File: config.mk
export PLATFORM = sky130hd
export DESIGN_NAME = closed_loop_config_regs
export DESIGN_NICKNAME = d
export VERILOG_FILES = /design/src/shared/clreg_pkg.sv /design/src/hw/closed_loop_config_regs.sv /design/src/hw/pulse_divider.sv /design/src/hw/halt_stage.sv
export SDC_FILE = /design/constraint.sdc
export NUM_CORES = 1
export LEC_CHECK = 0
export BUFFER_PORTS_ARGS = -buffer_cell sky130_fd_sc_hd__buf_2
export CAP_MARGIN = 20
export CORE_UTILIZATION = 40
export CTS_CLUSTER_DIAMETER = 80
export DETAILED_ROUTE_END_ITERATION = 6
export PLACE_DENSITY = 0.66
export SETUP_SLACK_MARGIN = 0.2
export SYNTH_ARGS = -nofsm -noshare
export SYNTH_HDL_FRONTEND = slang
export SYNTH_SLANG_ARGS = --single-unit
File: constraint.sdc
create_clock -name clk -period 2.38 [get_ports clk]
set_clock_uncertainty 0.2 [all_clocks]
set_input_delay 0.238 -clock clk [delete_from_list [all_inputs] [get_ports clk]]
set_output_delay 0.238 -clock clk [all_outputs]
set_load 0.01 [all_outputs]
File: src/shared/clreg_pkg.sv
// Purpose: Constants for the closed-loop configuration register bank
// Assumes: 32-bit AXI4-Lite data, word-indexed register map
// Notes: Byte address of a register is four times its index
package clreg_pkg;
  // Register indices; byte address = index * 4
  localparam logic [7:0] IDX_CFG_A = 8'h89;
  localparam logic [7:0] IDX_CFG_B = 8'h8A;
  localparam int unsigned MIN_ADDR_W = 10;

  // Decoded register select
  localparam logic [1:0] SEL_NONE = 2'h0;
  localparam logic [1:0] SEL_A = 2'h1;
  localparam logic [1:0] SEL_B = 2'h2;

  // First word field positions
  localparam int unsigned CFG_A_W = 15;
  localparam int unsigned MODE_BIT = 14;
  localparam int unsigned SRC_LSB = 12;
  localparam int unsigned DIV_LSB = 8;
  localparam int unsigned ACT_BIT = 7;
  localparam int unsigned THR_LSB = 4;
  localparam int unsigned SURGE_BIT = 3;
  localparam int unsigned DT_BIT = 2;
  localparam int unsigned LOOPOFF_BIT = 1;
  localparam int unsigned SLOW_BIT = 0;
  localparam logic [14:0] CFG_A_RESET = 15'h0000;

  // Second word field positions
  localparam int unsigned PARITY_BIT = 31;
  localparam int unsigned HALT_LSB = 28;
  localparam int unsigned BRK_LSB = 24;
  localparam int unsigned SPIN_LSB = 20;
  localparam int unsigned BRKSPD_LSB = 16;
  localparam int unsigned RES_LSB = 8;
  localparam int unsigned IND_LSB = 0;
  localparam logic [31:0] CFG_B_RESET = 32'h0000_0000;

  // Speed-pulse source codes; 3h is illegal
  localparam logic [1:0] SRC_BOTH = 2'h0;
  localparam logic [1:0] SRC_CLOSED = 2'h1;
  localparam logic [1:0] SRC_FIRST_OPEN = 2'h2;
  localparam logic [1:0] SRC_ILLEGAL = 2'h3;

  // Halt method codes
  localparam logic [2:0] HALT_HIZ = 3'h0;
  localparam logic [2:0] HALT_RECIRC = 3'h1;
  localparam logic [2:0] HALT_LOW = 3'h2;
  localparam logic [2:0] HALT_HIGH = 3'h3;
  localparam logic [2:0] HALT_SPIN = 3'h4;
  localparam logic [2:0] HALT_ALIGN = 3'h5;

  // Output stage command codes
  localparam logic [2:0] STAGE_DRIVE = 3'h0;
  localparam logic [2:0] STAGE_HIZ = 3'h1;
  localparam logic [2:0] STAGE_RECIRC = 3'h2;
  localparam logic [2:0] STAGE_LOW = 3'h3;
  localparam logic [2:0] STAGE_HIGH = 3'h4;
  localparam logic [2:0] STAGE_SPIN = 3'h5;
  localparam logic [2:0] STAGE_ALIGN = 3'h6;

  localparam logic [1:0] RESP_OKAY = 2'h0;
  localparam logic [1:0] RESP_SLVERR = 2'h2;

  // Back-EMF threshold in mV; illegal codes behave as the top entry
  function automatic logic [7:0] thr_mv(input logic [2:0] code);
    unique case (code)
      3'h0: thr_mv = 8'h01;
      3'h1: thr_mv = 8'h02;
      3'h2: thr_mv = 8'h05;
      3'h3: thr_mv = 8'h0A;
      3'h4: thr_mv = 8'h14;
      default: thr_mv = 8'h1E;
    endcase
  endfunction
endpackage

File: src/hw/closed_loop_config_regs.sv
// Purpose: Closed-loop configuration registers with speed-pulse output
// Assumes: Motor-side inputs come from logic on the same clock
// Notes: AXI4-Lite slave, one write and one read in flight at a time
// Summary of operation
// Bit 14 picks continuous (0) or discontinuous (1) SVM; resets to 0.
// Bits 13-12 run the pulse in both, closed or first open try; 3h invalid.
// Bits 11-8 divide the pulse rate by the field; 0 and 1 mean one.
// Bit 7: pulse while driven (0) or until back-EMF drops below limit (1).
// Bits 6-4 set back-EMF limit: 1, 2, 5, 10, 20, 30 mV; 6h, 7h invalid.
// Bit 3 turns on voltage-surge prevention and resets off.
// Bit 2 turns on dead-time compensation and resets off.
// Bit 1 turns the speed loop off when set; reset leaves the loop on.
// Bit 0: Hi-Z (0) or low brake (1) on recirc stop in align/open loop.
// The second word sits at index 8Ah and reads all zero after reset.
// Word two bits 30-28: Hi-Z, recirc, low, high, spin-down, align brake.
// Word two: parity, stop fields, two speed limits, resistance, inductance.
`timescale 1ns/10ps
module closed_loop_config_regs #(
  parameter int ADDR_W = 12
) (
  input wire logic clk,
  input wire logic rst_n,
  input wire logic [ADDR_W-1:0] s_axi_awaddr,
  input wire logic [2:0] s_axi_awprot,
  input wire logic s_axi_awvalid,
  output logic s_axi_awready,
  input wire logic [31:0] s_axi_wdata,
  input wire logic [3:0] s_axi_wstrb,
  input wire logic s_axi_wvalid,
  output logic s_axi_wready,
  output logic [1:0] s_axi_bresp,
  output logic s_axi_bvalid,
  input wire logic s_axi_bready,
  input wire logic [ADDR_W-1:0] s_axi_araddr,
  input wire logic [2:0] s_axi_arprot,
  input wire logic s_axi_arvalid,
  output logic s_axi_arready,
  output logic [31:0] s_axi_rdata,
  output logic [1:0] s_axi_rresp,
  output logic s_axi_rvalid,
  input wire logic s_axi_rready,
  input wire logic motor_driven,
  input wire logic loop_closed,
  input wire logic first_attempt,
  input wire logic elec_pulse,
  input wire logic [7:0] back_emf_mv,
  input wire logic stop_request,
  input wire logic in_align_or_open,
  output logic speed_pulse_output,
  output logic [2:0] stage_cmd,
  output logic discontinuous_svm,
  output logic surge_prevention_on,
  output logic deadtime_comp_on,
  output logic velocity_loop_off,
  output logic [2:0] halt_method,
  output logic [3:0] halt_brake_duration,
  output logic [3:0] spin_down_threshold,
  output logic [3:0] brake_speed_threshold,
  output logic [7:0] winding_resistance,
  output logic [7:0] winding_inductance
);
  if (ADDR_W < clreg_pkg::MIN_ADDR_W) begin : g_chk
    $error("ADDR_W too small for the register map");
  end

  typedef struct packed {
    logic aw_held;
    logic w_held;
    logic [ADDR_W-1:0] waddr;
    logic [31:0] wdata;
    logic [3:0] wstrb;
    logic awready;
    logic wready;
    logic bvalid;
    logic [1:0] bresp;
    logic arready;
    logic rvalid;
    logic [31:0] rdata;
    logic [1:0] rresp;
    logic [14:0] cfg_a;
    logic [31:0] cfg_b;
    logic coast_active;
  } regs_state_t;

  localparam regs_state_t RESET_ST = '{
    aw_held: 1'b0, w_held: 1'b0, waddr: '0, wdata: 32'h0000_0000,
    wstrb: 4'h0, awready: 1'b0, wready: 1'b0, bvalid: 1'b0,
    bresp: clreg_pkg::RESP_OKAY, arready: 1'b0, rvalid: 1'b0,
    rdata: 32'h0000_0000, rresp: clreg_pkg::RESP_OKAY,
    cfg_a: clreg_pkg::CFG_A_RESET, cfg_b: clreg_pkg::CFG_B_RESET,
    coast_active: 1'b0};

  regs_state_t st;
  regs_state_t next_st;
  logic wr_fire;
  logic [1:0] wsel;
  logic [1:0] rsel;
  logic src_ok;
  logic pulse_gate;
  logic [1:0] source;
  logic activity;
  logic [7:0] thr;

  // Shared by the read and the write path
  function automatic logic [1:0] reg_select(input logic [ADDR_W-1:0] addr);
    if (addr == ADDR_W'({clreg_pkg::IDX_CFG_A, 2'b00})) begin
      reg_select = clreg_pkg::SEL_A;
    end else if (addr == ADDR_W'({clreg_pkg::IDX_CFG_B, 2'b00})) begin
      reg_select = clreg_pkg::SEL_B;
    end else begin
      reg_select = clreg_pkg::SEL_NONE;
    end
  endfunction

  function automatic logic [31:0] merge_lanes(input logic [31:0] old,
                                              input logic [31:0] data,
                                              input logic [3:0] strb);
    merge_lanes = old;
    for (int i = 0; i < 4; i++) begin
      if (strb[i]) begin
        merge_lanes[8*i +: 8] = data[8*i +: 8];
      end
    end
  endfunction

  assign source = st.cfg_a[clreg_pkg::SRC_LSB +: 2];
  assign activity = st.cfg_a[clreg_pkg::ACT_BIT];
  assign thr = clreg_pkg::thr_mv(st.cfg_a[clreg_pkg::THR_LSB +: 3]);

  always_comb begin
    logic [31:0] merged;
    merged = 32'h0000_0000;
    next_st = st;
    wsel = reg_select(st.waddr);
    rsel = reg_select(s_axi_araddr);
    wr_fire = st.aw_held && st.w_held && !st.bvalid;

    if (s_axi_awvalid && st.awready) begin
      next_st.aw_held = 1'b1;
      next_st.waddr = s_axi_awaddr;
    end
    if (s_axi_wvalid && st.wready) begin
      next_st.w_held = 1'b1;
      next_st.wdata = s_axi_wdata;
      next_st.wstrb = s_axi_wstrb;
    end
    if (st.bvalid && s_axi_bready) begin
      next_st.bvalid = 1'b0;
    end
    if (wr_fire) begin
      next_st.aw_held = 1'b0;
      next_st.w_held = 1'b0;
      next_st.bvalid = 1'b1;
      next_st.bresp = clreg_pkg::RESP_OKAY;
      if (wsel == clreg_pkg::SEL_A) begin
        merged = merge_lanes({17'h0_0000, st.cfg_a}, st.wdata, st.wstrb);
        next_st.cfg_a = merged[14:0];
      end else if (wsel == clreg_pkg::SEL_B) begin
        next_st.cfg_b = merge_lanes(st.cfg_b, st.wdata, st.wstrb);
      end else begin
        next_st.bresp = clreg_pkg::RESP_SLVERR;
      end
    end
    // Ready only while the slot is free, so one write at a time
    next_st.awready = !next_st.aw_held && !next_st.bvalid;
    next_st.wready = !next_st.w_held && !next_st.bvalid;

    if (st.rvalid && s_axi_rready) begin
      next_st.rvalid = 1'b0;
    end
    if (s_axi_arvalid && st.arready) begin
      next_st.rvalid = 1'b1;
      next_st.rresp = clreg_pkg::RESP_OKAY;
      if (rsel == clreg_pkg::SEL_A) begin
        // Upper bits of the first word are not held here
        next_st.rdata = {17'h0_0000, st.cfg_a};
      end else if (rsel == clreg_pkg::SEL_B) begin
        next_st.rdata = st.cfg_b;
      end else begin
        next_st.rdata = 32'h0000_0000;
        next_st.rresp = clreg_pkg::RESP_SLVERR;
      end
    end
    next_st.arready = !next_st.rvalid;

    // Coasting window for the speed pulse after drive stops
    if (motor_driven) begin
      next_st.coast_active = 1'b1;
    end else if (back_emf_mv < thr) begin
      next_st.coast_active = 1'b0;
    end
  end

  always_comb begin
    unique case (source)
      clreg_pkg::SRC_BOTH: src_ok = 1'b1;
      clreg_pkg::SRC_CLOSED: src_ok = loop_closed;
      clreg_pkg::SRC_FIRST_OPEN: src_ok = !loop_closed && first_attempt;
      default: src_ok = 1'b0;
    endcase
    pulse_gate = src_ok
                 && (motor_driven || (activity && st.coast_active));
  end

  always_ff @(posedge clk) begin
    if (!rst_n) begin
      st <= RESET_ST;
    end else begin
      st <= next_st;
    end
  end

  pulse_divider #(
    .DIV_W(4)
  ) u_div (
    .clk(clk),
    .rst_n(rst_n),
    .enable(pulse_gate),
    .pulse_in(elec_pulse),
    .divide(st.cfg_a[clreg_pkg::DIV_LSB +: 4]),
    .pulse_out(speed_pulse_output)
  );

  halt_stage u_halt (
    .clk(clk),
    .rst_n(rst_n),
    .stop_request(stop_request),
    .in_align_or_open(in_align_or_open),
    .slow_stop_choice(st.cfg_a[clreg_pkg::SLOW_BIT]),
    .halt_method(st.cfg_b[clreg_pkg::HALT_LSB +: 3]),
    .stage_cmd(stage_cmd)
  );

  assign s_axi_awready = st.awready;
  assign s_axi_wready = st.wready;
  assign s_axi_bvalid = st.bvalid;
  assign s_axi_bresp = st.bresp;
  assign s_axi_arready = st.arready;
  assign s_axi_rvalid = st.rvalid;
  assign s_axi_rdata = st.rdata;
  assign s_axi_rresp = st.rresp;
  assign discontinuous_svm = st.cfg_a[clreg_pkg::MODE_BIT];
  assign surge_prevention_on = st.cfg_a[clreg_pkg::SURGE_BIT];
  assign deadtime_comp_on = st.cfg_a[clreg_pkg::DT_BIT];
  assign velocity_loop_off = st.cfg_a[clreg_pkg::LOOPOFF_BIT];
  assign halt_method = st.cfg_b[clreg_pkg::HALT_LSB +: 3];
  assign halt_brake_duration = st.cfg_b[clreg_pkg::BRK_LSB +: 4];
  assign spin_down_threshold = st.cfg_b[clreg_pkg::SPIN_LSB +: 4];
  assign brake_speed_threshold = st.cfg_b[clreg_pkg::BRKSPD_LSB +: 4];
  assign winding_resistance = st.cfg_b[clreg_pkg::RES_LSB +: 8];
  assign winding_inductance = st.cfg_b[clreg_pkg::IND_LSB +: 8];
endmodule

File: src/hw/pulse_divider.sv
// Purpose: Divide the electrical pulse train for the speed-pulse pin
// Assumes: pulse_in is a one-cycle strobe on clk
// Notes: Output toggles once per divide pulses; low while disabled
`timescale 1ns/10ps
module pulse_divider #(
  parameter int DIV_W = 4
) (
  input wire logic clk,
  input wire logic rst_n,
  input wire logic enable,
  input wire logic pulse_in,
  input wire logic [DIV_W-1:0] divide,
  output logic pulse_out
);
  if (DIV_W < 2) begin : g_chk
    $error("pulse_divider needs DIV_W of at least 2");
  end

  typedef struct packed {
    logic [DIV_W-1:0] cnt;
    logic level;
  } div_state_t;

  div_state_t st;
  div_state_t next_st;
  logic [DIV_W-1:0] eff;

  always_comb begin
    // Codes 0 and 1 both divide by one
    eff = (divide <= DIV_W'(1)) ? DIV_W'(1) : divide;
    next_st = st;
    if (!enable) begin
      next_st.cnt = '0;
      next_st.level = 1'b0;
    end else if (pulse_in) begin
      if (st.cnt >= eff - DIV_W'(1)) begin
        next_st.cnt = '0;
        next_st.level = ~st.level;
      end else begin
        next_st.cnt = st.cnt + DIV_W'(1);
      end
    end
  end

  always_ff @(posedge clk) begin
    if (!rst_n) begin
      st <= '0;
    end else begin
      st <= next_st;
    end
  end

  assign pulse_out = st.level;
endmodule

File: src/hw/halt_stage.sv
// Purpose: Pick the output stage command for a motor stop request
// Assumes: Inputs come from logic on the same clock
// Notes: Illegal halt codes fall back to high impedance, the safe state
`timescale 1ns/10ps
module halt_stage (
  input wire logic clk,
  input wire logic rst_n,
  input wire logic stop_request,
  input wire logic in_align_or_open,
  input wire logic slow_stop_choice,
  input wire logic [2:0] halt_method,
  output logic [2:0] stage_cmd
);
  typedef struct packed {
    logic [2:0] cmd;
  } halt_state_t;

  halt_state_t st;
  halt_state_t next_st;

  always_comb begin
    next_st = st;
    if (!stop_request) begin
      next_st.cmd = clreg_pkg::STAGE_DRIVE;
    end else begin
      unique case (halt_method)
        clreg_pkg::HALT_HIZ: next_st.cmd = clreg_pkg::STAGE_HIZ;
        clreg_pkg::HALT_RECIRC: begin
          // Recirculation is unsafe before closed loop
          if (in_align_or_open) begin
            next_st.cmd = slow_stop_choice ? clreg_pkg::STAGE_LOW
                                           : clreg_pkg::STAGE_HIZ;
          end else begin
            next_st.cmd = clreg_pkg::STAGE_RECIRC;
          end
        end
        clreg_pkg::HALT_LOW: next_st.cmd = clreg_pkg::STAGE_LOW;
        clreg_pkg::HALT_HIGH: next_st.cmd = clreg_pkg::STAGE_HIGH;
        clreg_pkg::HALT_SPIN: next_st.cmd = clreg_pkg::STAGE_SPIN;
        clreg_pkg::HALT_ALIGN: next_st.cmd = clreg_pkg::STAGE_ALIGN;
        default: next_st.cmd = clreg_pkg::STAGE_HIZ;
      endcase
    end
  end

  always_ff @(posedge clk) begin
    if (!rst_n) begin
      st <= '0;
    end else begin
      st <= next_st;
    end
  end

  assign stage_cmd = st.cmd;
endmodule

Yosys cells after proc, flatten, opt, wreduce, memory -nomap -nowiden
Index checks and enable logic that the tools add are counted.

Bits in registers: 147. Bits in latches: 0. Bits in writable memories: 0. ROM bits: 0. Input port bits: 87. Word-level logic and storage cells: 106. Memories kept: 0.

Add/sub/neg operators: 2. Multiply operators: 0. Div/mod/pow operators: 0. $lt $le $gt $ge: 3. Equal/unequal tests: 19. Shifts and indexed selects: 0. Mux-type cells: 26. Bitwise logic cells: 2. Reduce and logical (&&, ||, !) cells: 31.

Operators with widths (count): $mux W32 (2); $eq A12 B10 Y1 const B (4); $mux W35 (1); $pmux W5 S5 (1); $mux W2 (10); $reduce_and A4 Y1 (4); $pmux W3 S5 (1); $eq A3 B2 Y1 const B (4); $logic_and A1 B1 Y1 (12); $eq A3 B3 Y1 const B (3); $lt A8 B8 Y1 (1); $mux W4 (2); $eq A2 B1 Y1 const B (3); $eq A2 B2 Y1 const B (3); $eq A3 B1 Y1 const B (2); $logic_not A1 Y1 (6); $mux W1 (6); $mux W3 (2); $reduce_and A2 Y1 (3); $reduce_and A3 Y1 (2); $add A4 B1 Y4 const B (1); $ge A4 B4 Y1 (1); $le A4 B1 Y1 const B (1); $sub A4 B1 Y4 const B (1); 6 further kinds (7).

Longest topological paths before layout
Gate-level depths: netlist of the first run.

Depth after elaboration: 9. Depth in mapped cells: 9. Depth with buffers taken out: 9.

Modules after synthesis
Synthesis of the first run repeated with hierarchy kept, for this count alone.

Cells, all modules: 737. Area total of the unflattened synthesis: 6312.3 um^2.

By module, submodules not included: closed_loop_config_regs (instances 1, cells an instance 679, area each 5786.8 um^2, seq. area each 2742.6 um^2); pulse_divider (instances 1, cells an instance 44, area each 392.9 um^2, seq. area each 100.1 um^2); halt_stage (instances 1, cells an instance 14, area each 132.6 um^2, seq. area each 60.1 um^2).

Worst setup path before layout of the first run
Ideal clock, no wire load.

Kind: register to register. Start point: register st[42] (netlist bit). End point: register u_div.st, in the netlist u_div.pulse_out. Arrival time: 1.876 ns. Data required time: 2.050 ns. Path slack: 0.174 ns. Stages on the path, launching flop included: 8. Period minus slack after synthesis: 2.206 ns. Cell sequence: dfxtp_1 nor3_1 nor2_1 ha_1 ha_1 a2111oi_0 or4_1 a21boi_0.

Cells in the longest elaborated chain, start to end: 5.

RTL lines: start: declaration (RTL line closed_loop_config_regs.sv:93) `regs_state_t st;`; start signal: assignment (RTL line closed_loop_config_regs.sv:209) `st <= next_st;`; $le A4 B1 Y1 (RTL line pulse_divider.sv:30) `eff = (divide <= DIV_W'(1)) ? DIV_W'(1) : divide;`; $mux W4 (*) (RTL line pulse_divider.sv:30); $sub A4 B1 Y4 (*) (RTL line pulse_divider.sv:36) `if (st.cnt >= eff - DIV_W'(1)) begin`; $ge A4 B4 Y1 (*) (RTL line pulse_divider.sv:36); $reduce_and A2 Y1 (no line) (*); end signal: assignment (RTL line pulse_divider.sv:49) `st <= next_st;`; end: declaration (RTL line pulse_divider.sv:24) `div_state_t st;`.

Mark *: on every way between the ends. The rest lies on a longest branch, timed or not. A chain may end at the register's enable or synchronous reset.

Worst setup path after layout of the first run
Start point: register st[44] (netlist bit). End point: register u_div.st, in the netlist u_div.pulse_out.

The elaborated chain is that of the path after synthesis.

==> impl_results.md, run 1 <==
- Status: finished, violations left
- Failing checks: DRC
- CP arrival: 2360 ps
- Antenna-violating nets left: 0
- Mapped Area: 6190 um^2
- Commonest non-fill, non-tap cell in the layout: buf_2
- Slew Viols, Final: 0
- Initial antenna violation count: 0
- Area share of the largest cell type after synthesis: 0.469
- DRT Pass-1 Iters: 6
- Global-route wire length before repair: 24.2 mm
- Pleak: 0.00378 uW
- I/O pins: 167
- Dpl ws: 157 ps
- Gr usage total: 0.193
- Area of the multi-input gates: 2680 um^2
- # rows: 45
- Crit-path cells: nor3_2 > nor2_2 > ha_2 > ha_1 > a2111oi_2 > buf_4 > or4_1 > a21boi_1
- # port buffers: 158
- Max_cap viols: 0
- GP Congestion: 0.808
- Reg2Reg Launch Point: st[44]$_SDFFE_PN0P_
- Largest net degree at the start of global routing: 39
- Hold path startpoint: back_emf_mv[5]
- DP HPWL: 10.4 mm
- Die area: 16000 um^2
- Library cells used by synthesis: 42
- Dpl cell area: 6770 um^2
- Async set-reset flop share out of synthesis: 0
- Via count: 5012
- Final Worst Setup Slack: 162 ps
- Maximum clock insertion buffer count: 2
- Final period util: 0.932
- Hold depth: 5
- Final-report hold violation count: 0
- Top cells by area, synth: dfxtp_1, buf_4, mux2i_1
- Synth Flop Type: dfxtp_1
- Die Span Y: 126 um
- P&R area growth vs syn: 29.4%
- Mean routed wirelength per cell: 14.6 um
- Seq/Total Area, Yosys: 0.469
- Hold EP: st[0]$_SDFFE_PN0P_
- Number of flops mapped to enable cells by yosys: 0
- Fill cells: 1401
- Period minus WS final: 2220 ps
- Area leader, netlist: dfxtp_1
- Worst-path clk slew: 60 ps
- Yosys reg bits: 145
- H-tree depth: 4
- Setup crit start kind: flip-flop
- Num CTS Buffers: 17
- Relative slew slack: 0.536
- Vias in the first global route: 4819
- Tot Pwr: 5850 uW
- WP data required: 2530 ps
- Unrepaired setup endpoints after global routing: yes
- Synth Instances: 683
- Synth Area per Inst: 9.07 um^2
- Power density over the cells: 729 nW/um^2
- Setup TNS Final: 0 ps
- Reg-to-Reg End: u_div.pulse_out$_SDFFE_PN0P_
- Sinks on Clock Net: 145
- Crit Path Category: reg2reg
- Register area: 2900 um^2
- Critical Path Slowest Stage Cell: or4_1
- Crit. End Element: flip-flop
- Least-Margin Pin Slew: 694 ps
- Clock Tree Root: clkbuf_16
- Grt total ovfl: 0
- CTS tree: built
- VDD IR max: 0.593 mV
- Antenna cells: 0
- Fin area: 8020 um^2
- Nets: 936
- Share of cells above drive strength 1: 0.275
- Min-delay worst type: in2reg
- Yosys warning total: 0
- Max incr delay on CP: 460 ps
- Crit Path Max Fanout: 4
- Horiz. Die Dim: 126 um
- Worst reg2reg setup slack: 160 ps
- Worst Reg2Reg Path Length in Cells: 8
- DRC viols: 1
- DR iter-0 viols: 195
- Overall routed net length: 15.1 mm
- Core ar.: 15100 um^2
- Clock Latency Late Sink: 420 ps
- # setup viols final: 0
- Commonest non-fill, non-tap cells in the layout: buf_2, dfxtp_1, nand2_1
- Initial Util: 0.409
- Max frequency: 451 MHz
- Vias per cell: 4.82
-- state kept, by name, indices dropped and copies added, names as in the netlist, 2 cells and up --
signal,flops
brake_speed_threshold,4
source,2
halt_method,3
s_axi_rdata,32
halt_brake_duration,4
u_halt.stage_cmd,3
spin_down_threshold,4
u_div.st,4
winding_resistance,8
winding_inductance,8
st,60
-- logic make-up (layout without fill, tap and decap cells) --
family / after synthesis / count (layout) / synth area share
DFF: 145 / 145 / 0.469
and+or+nand+nor: 242 / 242 / 0.191
buffers and inverters: 108 / 275 / 0.106
other: 1 / 2 / 0.000605
AOI/OAI and AO/OA: 123 / 123 / 0.126
xor gates and xnor gates: 5 / 5 / 0.00707
adders and majority gates: 11 / 11 / 0.0222
muxes: 48 / 48 / 0.0776
-- final cells by class --
cell class	instances	area share
clock buffers	19	0.0565
clock inverters	13	0.0261
inverters	8	0.00390
multi-input cells	431	0.334
flip-flops and latches	145	0.362
well taps	188	0.0293
repair buffers	235	0.188
-- repair_timing --
action,4_1_cts,5_1_grt
endpoints found under the setup margin,5,5
hold buffers,54,0
endpoints found under the hold margin,58,0
pin swaps,3,7
resized for setup,3,7
buffers inserted,1,0
-- routing by layer --
metal	part of all wire	up-vias	wire length, um	track usage
met2	0.46	125	7020	0.314
met3	0.039	22	593	0.0358
met1	0.48	2298	7190	0.247
met4	0.020	0	308	0.0985
li1	-	2567	-	-
met5	0	-	0	0
-- per-stage QoR --
| step | utilization | cells | hold slack, ps |
|---|---|---|---|
| after detailed placement | 0.447 | 952 | 246 |
| final | 0.529 | 1039 | 39.6 |
| after floorplan | - | 684 | 174 |
| after global placement | 0.446 | 951 | 240 |
| after global routing | 0.529 | 1039 | 80.8 |
| after CTS | 0.528 | 1039 | 7.06 |
-- report_power, final --
part           switching (uW)  internal [uW]
combinational             194            183
sequential               38.7           2480
clock                    1030           1920
total                    1270           4580
-- how the worst max path moves through the flow --
stage / from / endpoint / slack, ps / cells past startpoint
floorplan: st[42]$_SDFFE_PN0P_ / u_div.pulse_out$_SDFFE_PN0P_ / 220 / 9
global placement: st[42]$_SDFFE_PN0P_ / u_div.st[1]$_SDFFE_PN0P_ / 160 / 9
detailed placement: st[42]$_SDFFE_PN0P_ / u_div.st[1]$_SDFFE_PN0P_ / 160 / 9
CTS: st[43]$_SDFFE_PN0P_ / u_div.pulse_out$_SDFFE_PN0P_ / 200 / 9
global route: st[44]$_SDFFE_PN0P_ / u_div.pulse_out$_SDFFE_PN0P_ / 60 / 9
finish: st[44]$_SDFFE_PN0P_ / u_div.pulse_out$_SDFFE_PN0P_ / 160 / 8
-- synthesized netlist by cell type (2+ instances only) --
| cell type | instances |
|---|---|
| buf_2 | 2 |
| nand2_1 | 118 |
| a21oi_1 | 58 |
| xnor2_1 | 2 |
| mux2i_1 | 48 |
| nand4_4 | 6 |
| nor4b_4 | 2 |
| clkbuf_1 | 31 |
| nand4_1 | 2 |
| o31ai_1 | 3 |
| a2111oi_0 | 2 |
| a2bb2oi_1 | 6 |
| ha_1 | 11 |
| nor4bb_1 | 6 |
| nor2b_1 | 3 |
| nor4b_1 | 3 |
| and2_1 | 12 |
| buf_4 | 67 |
| nor2_1 | 73 |
| o21ai_0 | 14 |
| a22oi_1 | 16 |
| a22o_1 | 16 |
| nor3_1 | 6 |
| xor2_1 | 3 |
| nor4_1 | 2 |
| inv_1 | 7 |
| nand2b_1 | 5 |
| dfxtp_1 | 145 |
-- critical path, delay by kind of cell, from the launching register on --
kind / cells / cell delay [ps]
AOI/OAI and AO/OA: 2 / 200
adders and majority gates: 2 / 530
buffers and inverters: 1 / 140
DFF: 1 / 340
and+or+nand+nor: 3 / 740
No activity file was read; power rests on OpenSTA's default activity.
==> run 2: changes to the inputs <==
--- a/config.mk
+++ b/config.mk
@@ -7,10 +7,12 @@
 export LEC_CHECK = 0
 export BUFFER_PORTS_ARGS = -buffer_cell sky130_fd_sc_hd__buf_2
 export CAP_MARGIN = 20
-export CORE_UTILIZATION = 40
+export CELL_PAD_IN_SITES_DETAIL_PLACEMENT = 1
+export CELL_PAD_IN_SITES_GLOBAL_PLACEMENT = 2
+export CORE_UTILIZATION = 28
 export CTS_CLUSTER_DIAMETER = 80
 export DETAILED_ROUTE_END_ITERATION = 6
-export PLACE_DENSITY = 0.66
+export PLACE_DENSITY_LB_ADDON = 0.1
 export SETUP_SLACK_MARGIN = 0.2
 export SYNTH_ARGS = -nofsm -noshare
 export SYNTH_HDL_FRONTEND = slang
==> impl_results.md, run 2 (same netlist as run 1, synthesis figures left out) <==
- Status: finished, final reports clean
- Mean routed wirelength per cell: 16.3 um
- Initial Util: 0.285
- DRC viols: 0
- Vias per cell: 4.60
- Clock Latency Late Sink: 430 ps
- Largest Register: st
- P&R area growth vs syn: 30.9%
- Clock Tree Root: clkbuf_16
- Antenna-violating nets left: 0
- Via count: 5202
- Initial antenna violation count: 0
- Placed cell count: 1040
- Nets: 937
- Non-Filler Instances: 1132
- Crit. End Element: flip-flop
- Least-Margin Pin Slew: 1090 ps
- Antenna cells: 0
- I/O pins: 167
- Die area: 22700 um^2
- Slew Viols, Final: 0
- Max frequency: 442 MHz
- VDD IR max: 0.386 mV
- DP HPWL: 12.9 mm
- WP data required: 2540 ps
- Global-route wire length before repair: 29.1 mm
- Setup TNS Final: 0 ps
- CTS tree: built
- # port buffers: 158
- CP arrival: 2420 ps
- GP Congestion: 0.787
- Worst hold margin: 33.3 ps
- # rows: 54
- Setup crit start kind: flip-flop
- Crit Path Category: reg2reg
- Largest net degree at the start of global routing: 39
- Crit Path Max Fanout: 2
- Min-delay worst type: in2reg
- Unrepaired setup endpoints after global routing: yes
- Tot Pwr: 5650 uW
- Overall routed net length: 18.4 mm
- Gr usage total: 0.169
- Worst-path clk slew: 60 ps
- Largest register FFs: 60
- Max_cap viols: 0
- Final period util: 0.950
- Pleak: 0.00377 uW
- Num CTS Buffers: 17
- Commonest non-fill, non-tap cell in the layout: buf_2
- Period minus WS final: 2260 ps
- Reg2Reg Launch Point: st[42]$_SDFFE_PN0P_
- Vias in the first global route: 5472
- Relative slew slack: 0.253
- H-tree depth: 4
- Horiz. Die Dim: 151 um
- Sinks on Clock Net: 145
- Core ar.: 21800 um^2
- Fill cells: 2517
- Power density over the cells: 696 nW/um^2
- # setup viols final: 0
- DRT Pass-1 Iters: 4
- Die Span Y: 151 um
- Hold path startpoint: back_emf_mv[6]
- Share of cells above drive strength 1: 0.282
- Commonest non-fill, non-tap cells in the layout: buf_2, dfxtp_1, nand2_1
- Maximum clock insertion buffer count: 2
- Grt total ovfl: 0
- Critical Path Source: st[42]$_SDFFE_PN0P_
- Final-report hold violation count: 0
- DR iter-0 viols: 131
run 2: cell types whose count changed in the layout (fill, tap and decap cells not counted), moves of 2 or more:
cell,previous run,this run
bufinv_16,5,2
clkbuf_8,2,0
clkinvlp_4,3,1
dfxtp_1,144,142
dfxtp_4,0,2
inv_6,0,6
inv_8,0,2
run 2: critical path, stage by stage (launching register included):
cell and delay (ps):
dfxtp_4 350, nor3_2 170, nor2_2 60, ha_2 180
xnor2_1 120, ha_2 310, o21a_1 130, nor2_2 50
or4_4 490, a21boi_2 140
run 2: cell type report:
cell class | instances | area [um^2] | area share
clock inverters | 15 | 170 | 0.0210
multi-input cells | 431 | 2710 | 0.334
repair buffers | 236 | 1510 | 0.187
inverters | 8 | 31.3 | 0.00386
clock buffers | 17 | 425 | 0.0524
flip-flops and latches | 145 | 2910 | 0.359
well taps | 280 | 350 | 0.0432
run 2: what timing repair did:
| action | in CTS | in global routing |
|---|---|---|
| setup buffers | 5 | 0 |
| gates resized for setup | 11 | 7 |
| endpoints found under the hold margin | 57 | 0 |
| endpoints found under the setup margin | 5 | 5 |
| pin swaps | 8 | 9 |
| hold buffers | 55 | 0 |
run 2: final timing paths:
path,end,slack (ps),depth (start not counted)
max,u_div.pulse_out$_SDFFE_PN0P_,120,9
min,st[0]$_SDFFE_PN0P_,30,5
max reg2reg,u_div.pulse_out$_SDFFE_PN0P_,120,9
min reg2reg,st[116]$_SDFFE_PN0P_,250,2
run 2: per-layer routing:
| layer | up-vias | wire length (um) | global-route usage | part of all wire |
|---|---|---|---|---|
| met5 | - | 0 | 0 | 0 |
| met4 | 0 | 295 | 0.0610 | 0.016 |
| met3 | 22 | 771 | 0.0333 | 0.042 |
| met2 | 116 | 8730 | 0.277 | 0.47 |
| met1 | 2496 | 8650 | 0.220 | 0.47 |
| li1 | 2568 | - | - | - |
run 2: stage by stage:
stage	setup slack, ps	instance area [um^2]	util
2_1_floorplan	224	6200	-
3_3_place_gp	96.6	6860	0.315
3_5_place_dp	-14.1	6860	0.315
4_1_cts	128	8070	0.371
5_1_grt	38.4	8110	0.373
6_report	119	8110	0.373
run 2: power breakdown:
group	internal, uW	leakage (uW)	switching, uW
clock network	1580	0.000293	1160
registers	2480	0.00118	39.4
logic	185	0.00230	205
==> run 3: changes to the inputs <==
--- a/config.mk
+++ b/config.mk
@@ -12,6 +12,7 @@
 export CORE_UTILIZATION = 28
 export CTS_CLUSTER_DIAMETER = 80
 export DETAILED_ROUTE_END_ITERATION = 6
+export HOLD_SLACK_MARGIN = 0.15
 export PLACE_DENSITY_LB_ADDON = 0.1
 export SETUP_SLACK_MARGIN = 0.2
 export SYNTH_ARGS = -nofsm -noshare
==> impl_results.md, run 3 (same netlist as run 1, synthesis figures left out) <==
- Status: finished, final reports clean
- Nets: 946
- Share of cells above drive strength 1: 0.278
- I/O pins: 167
- VDD IR max: 0.385 mV
- Max incr delay on CP: 490 ps
- Grt total ovfl: 0
- P&R area growth vs syn: 32.3%
- Final-report hold violation count: 0
- Relative slew slack: 0.450
- Min-delay worst type: in2reg
- Via count: 5220
- Unrepaired setup endpoints after global routing: yes
- Max frequency: 448 MHz
- Commonest non-fill, non-tap cell in the layout: buf_2
- Crit. End Element: flip-flop
- H-tree depth: 4
- Core ar.: 21800 um^2
- DRC viols: 0
- Worst-path clk slew: 70 ps
- Crit-path cells: nor3_2 > nor2_2 > ha_2 > xnor2_1 > ha_2 > o21a_1 > nor2_2 > or4_4 > a21boi_2
- Fill cells: 2519
- Max_cap viols: 0
- DP HPWL: 12.9 mm
- Largest net degree at the start of global routing: 39
- Vias in the first global route: 5498
- Worst hold margin: 194 ps
- Placed cell count: 1040
- DRT Pass-1 Iters: 4
- Vias per cell: 4.57
- Antenna-violating nets left: 0
- Initial antenna violation count: 0
- Horiz. Die Dim: 151 um
- Maximum clock insertion buffer count: 2
- Die area: 22700 um^2
- Sinks on Clock Net: 145
- Setup TNS Final: 0 ps
- Period minus WS final: 2230 ps
- Largest register FFs: 60
- GP Congestion: 0.787
- Num CTS Buffers: 17
- Gr usage total: 0.170
- Pleak: 0.00380 uW
- Clock Tree Root: clkbuf_16
- Final period util: 0.939
- Largest Register: st
- Overall routed net length: 18.5 mm
- Initial Util: 0.285
- Antenna cells: 0
- Mean routed wirelength per cell: 16.2 um
- Critical Path Slowest Stage Cell: or4_4
- WP data required: 2540 ps
- DR iter-0 viols: 114
- Die Span Y: 151 um
- # rows: 54
- Power density over the cells: 690 nW/um^2
- Crit Path Category: reg2reg
- Commonest non-fill, non-tap cells in the layout: buf_2, dfxtp_1, nand2_1
- Least-Margin Pin Slew: 823 ps
- CP arrival: 2390 ps
- CTS tree: built
- Clock Latency Late Sink: 430 ps
- Global-route wire length before repair: 29.2 mm
- # port buffers: 158
- Tot Pwr: 5650 uW
- Crit Path Max Fanout: 2
- Non-Filler Instances: 1141
- # setup viols final: 0
- Slew Viols, Final: 0
- Final core occ: 0.377
- Setup crit start kind: flip-flop
## run 3: changes by cell type in the layout (fill, tap and decap cells not counted)
cell	before	now
dlygate4sd3_1	55	64
nand2b_1	4	5
a2111oi_0	1	0
nand2b_4	1	0
a2111oi_1	0	1
## run 3: metrics by stage
stage | cell area, um^2 | setup WS [ps]
6_report | 8200 | 146
2_1_floorplan | 6200 | 224
5_1_grt | 8200 | 63.9
3_3_place_gp | 6860 | 96.6
3_5_place_dp | 6860 | -14.1
4_1_cts | 8160 | 128
## run 3: area by class of cell
| cell class | instances | area, um^2 | area share |
|---|---|---|---|
| clock buffers | 17 | 425 | 0.0519 |
| clock inverters | 15 | 170 | 0.0208 |
| inverters | 8 | 31.3 | 0.00382 |
| multi-input cells | 431 | 2700 | 0.330 |
| flip-flops and latches | 145 | 2910 | 0.355 |
| well taps | 280 | 350 | 0.0427 |
| repair buffers | 245 | 1600 | 0.196 |
## run 3: final timing paths
check,to,startpoint,slack [ps],depth (start not counted)
worst max-delay path,u_div.pulse_out$_SDFFE_PN0P_,st[44]$_SDFFE_PN0P_,150,9
worst min-delay path,s_axi_rresp[1]$_SDFFE_PN0P_,s_axi_araddr[3],190,4
worst max register to register,u_div.pulse_out$_SDFFE_PN0P_,st[44]$_SDFFE_PN0P_,150,9
worst min register to register,st[116]$_SDFFE_PN0P_,st[116]$_SDFFE_PN0P_,250,2
## run 3: timing repair
item | CTS | global route
endpoints found under the setup margin | 5 | 5
hold buffers | 64 | 0
endpoints found under the hold margin | 75 | 0
setup buffers | 5 | 0
resized for setup | 11 | 7
pin swaps | 8 | 9
## run 3: worst max-delay path, delay by kind of cell, from the launching register on
family                     cells  cell delay (ps)
adders and majority gates      2              480
xor gates and xnor gates       1              120
AOI/OAI and AO/OA              2              260
DFF                            1              330
and+or+nand+nor                4              780
## run 3: report_power, final
group          switching [uW]  internal (uW)  total [uW]  leakage, uW
Sequential               39.7           2480        2520      0.00118
Clock                    1160           1580        2730     0.000293
Combinational             208            194         402      0.00233
## run 3: metal layers
metal	wire, um	up-vias	track usage
met5	0	-	0
met4	281	0	0.0610
met3	777	19	0.0333
met2	8780	116	0.278
met1	8660	2496	0.221
li1	-	2589	-
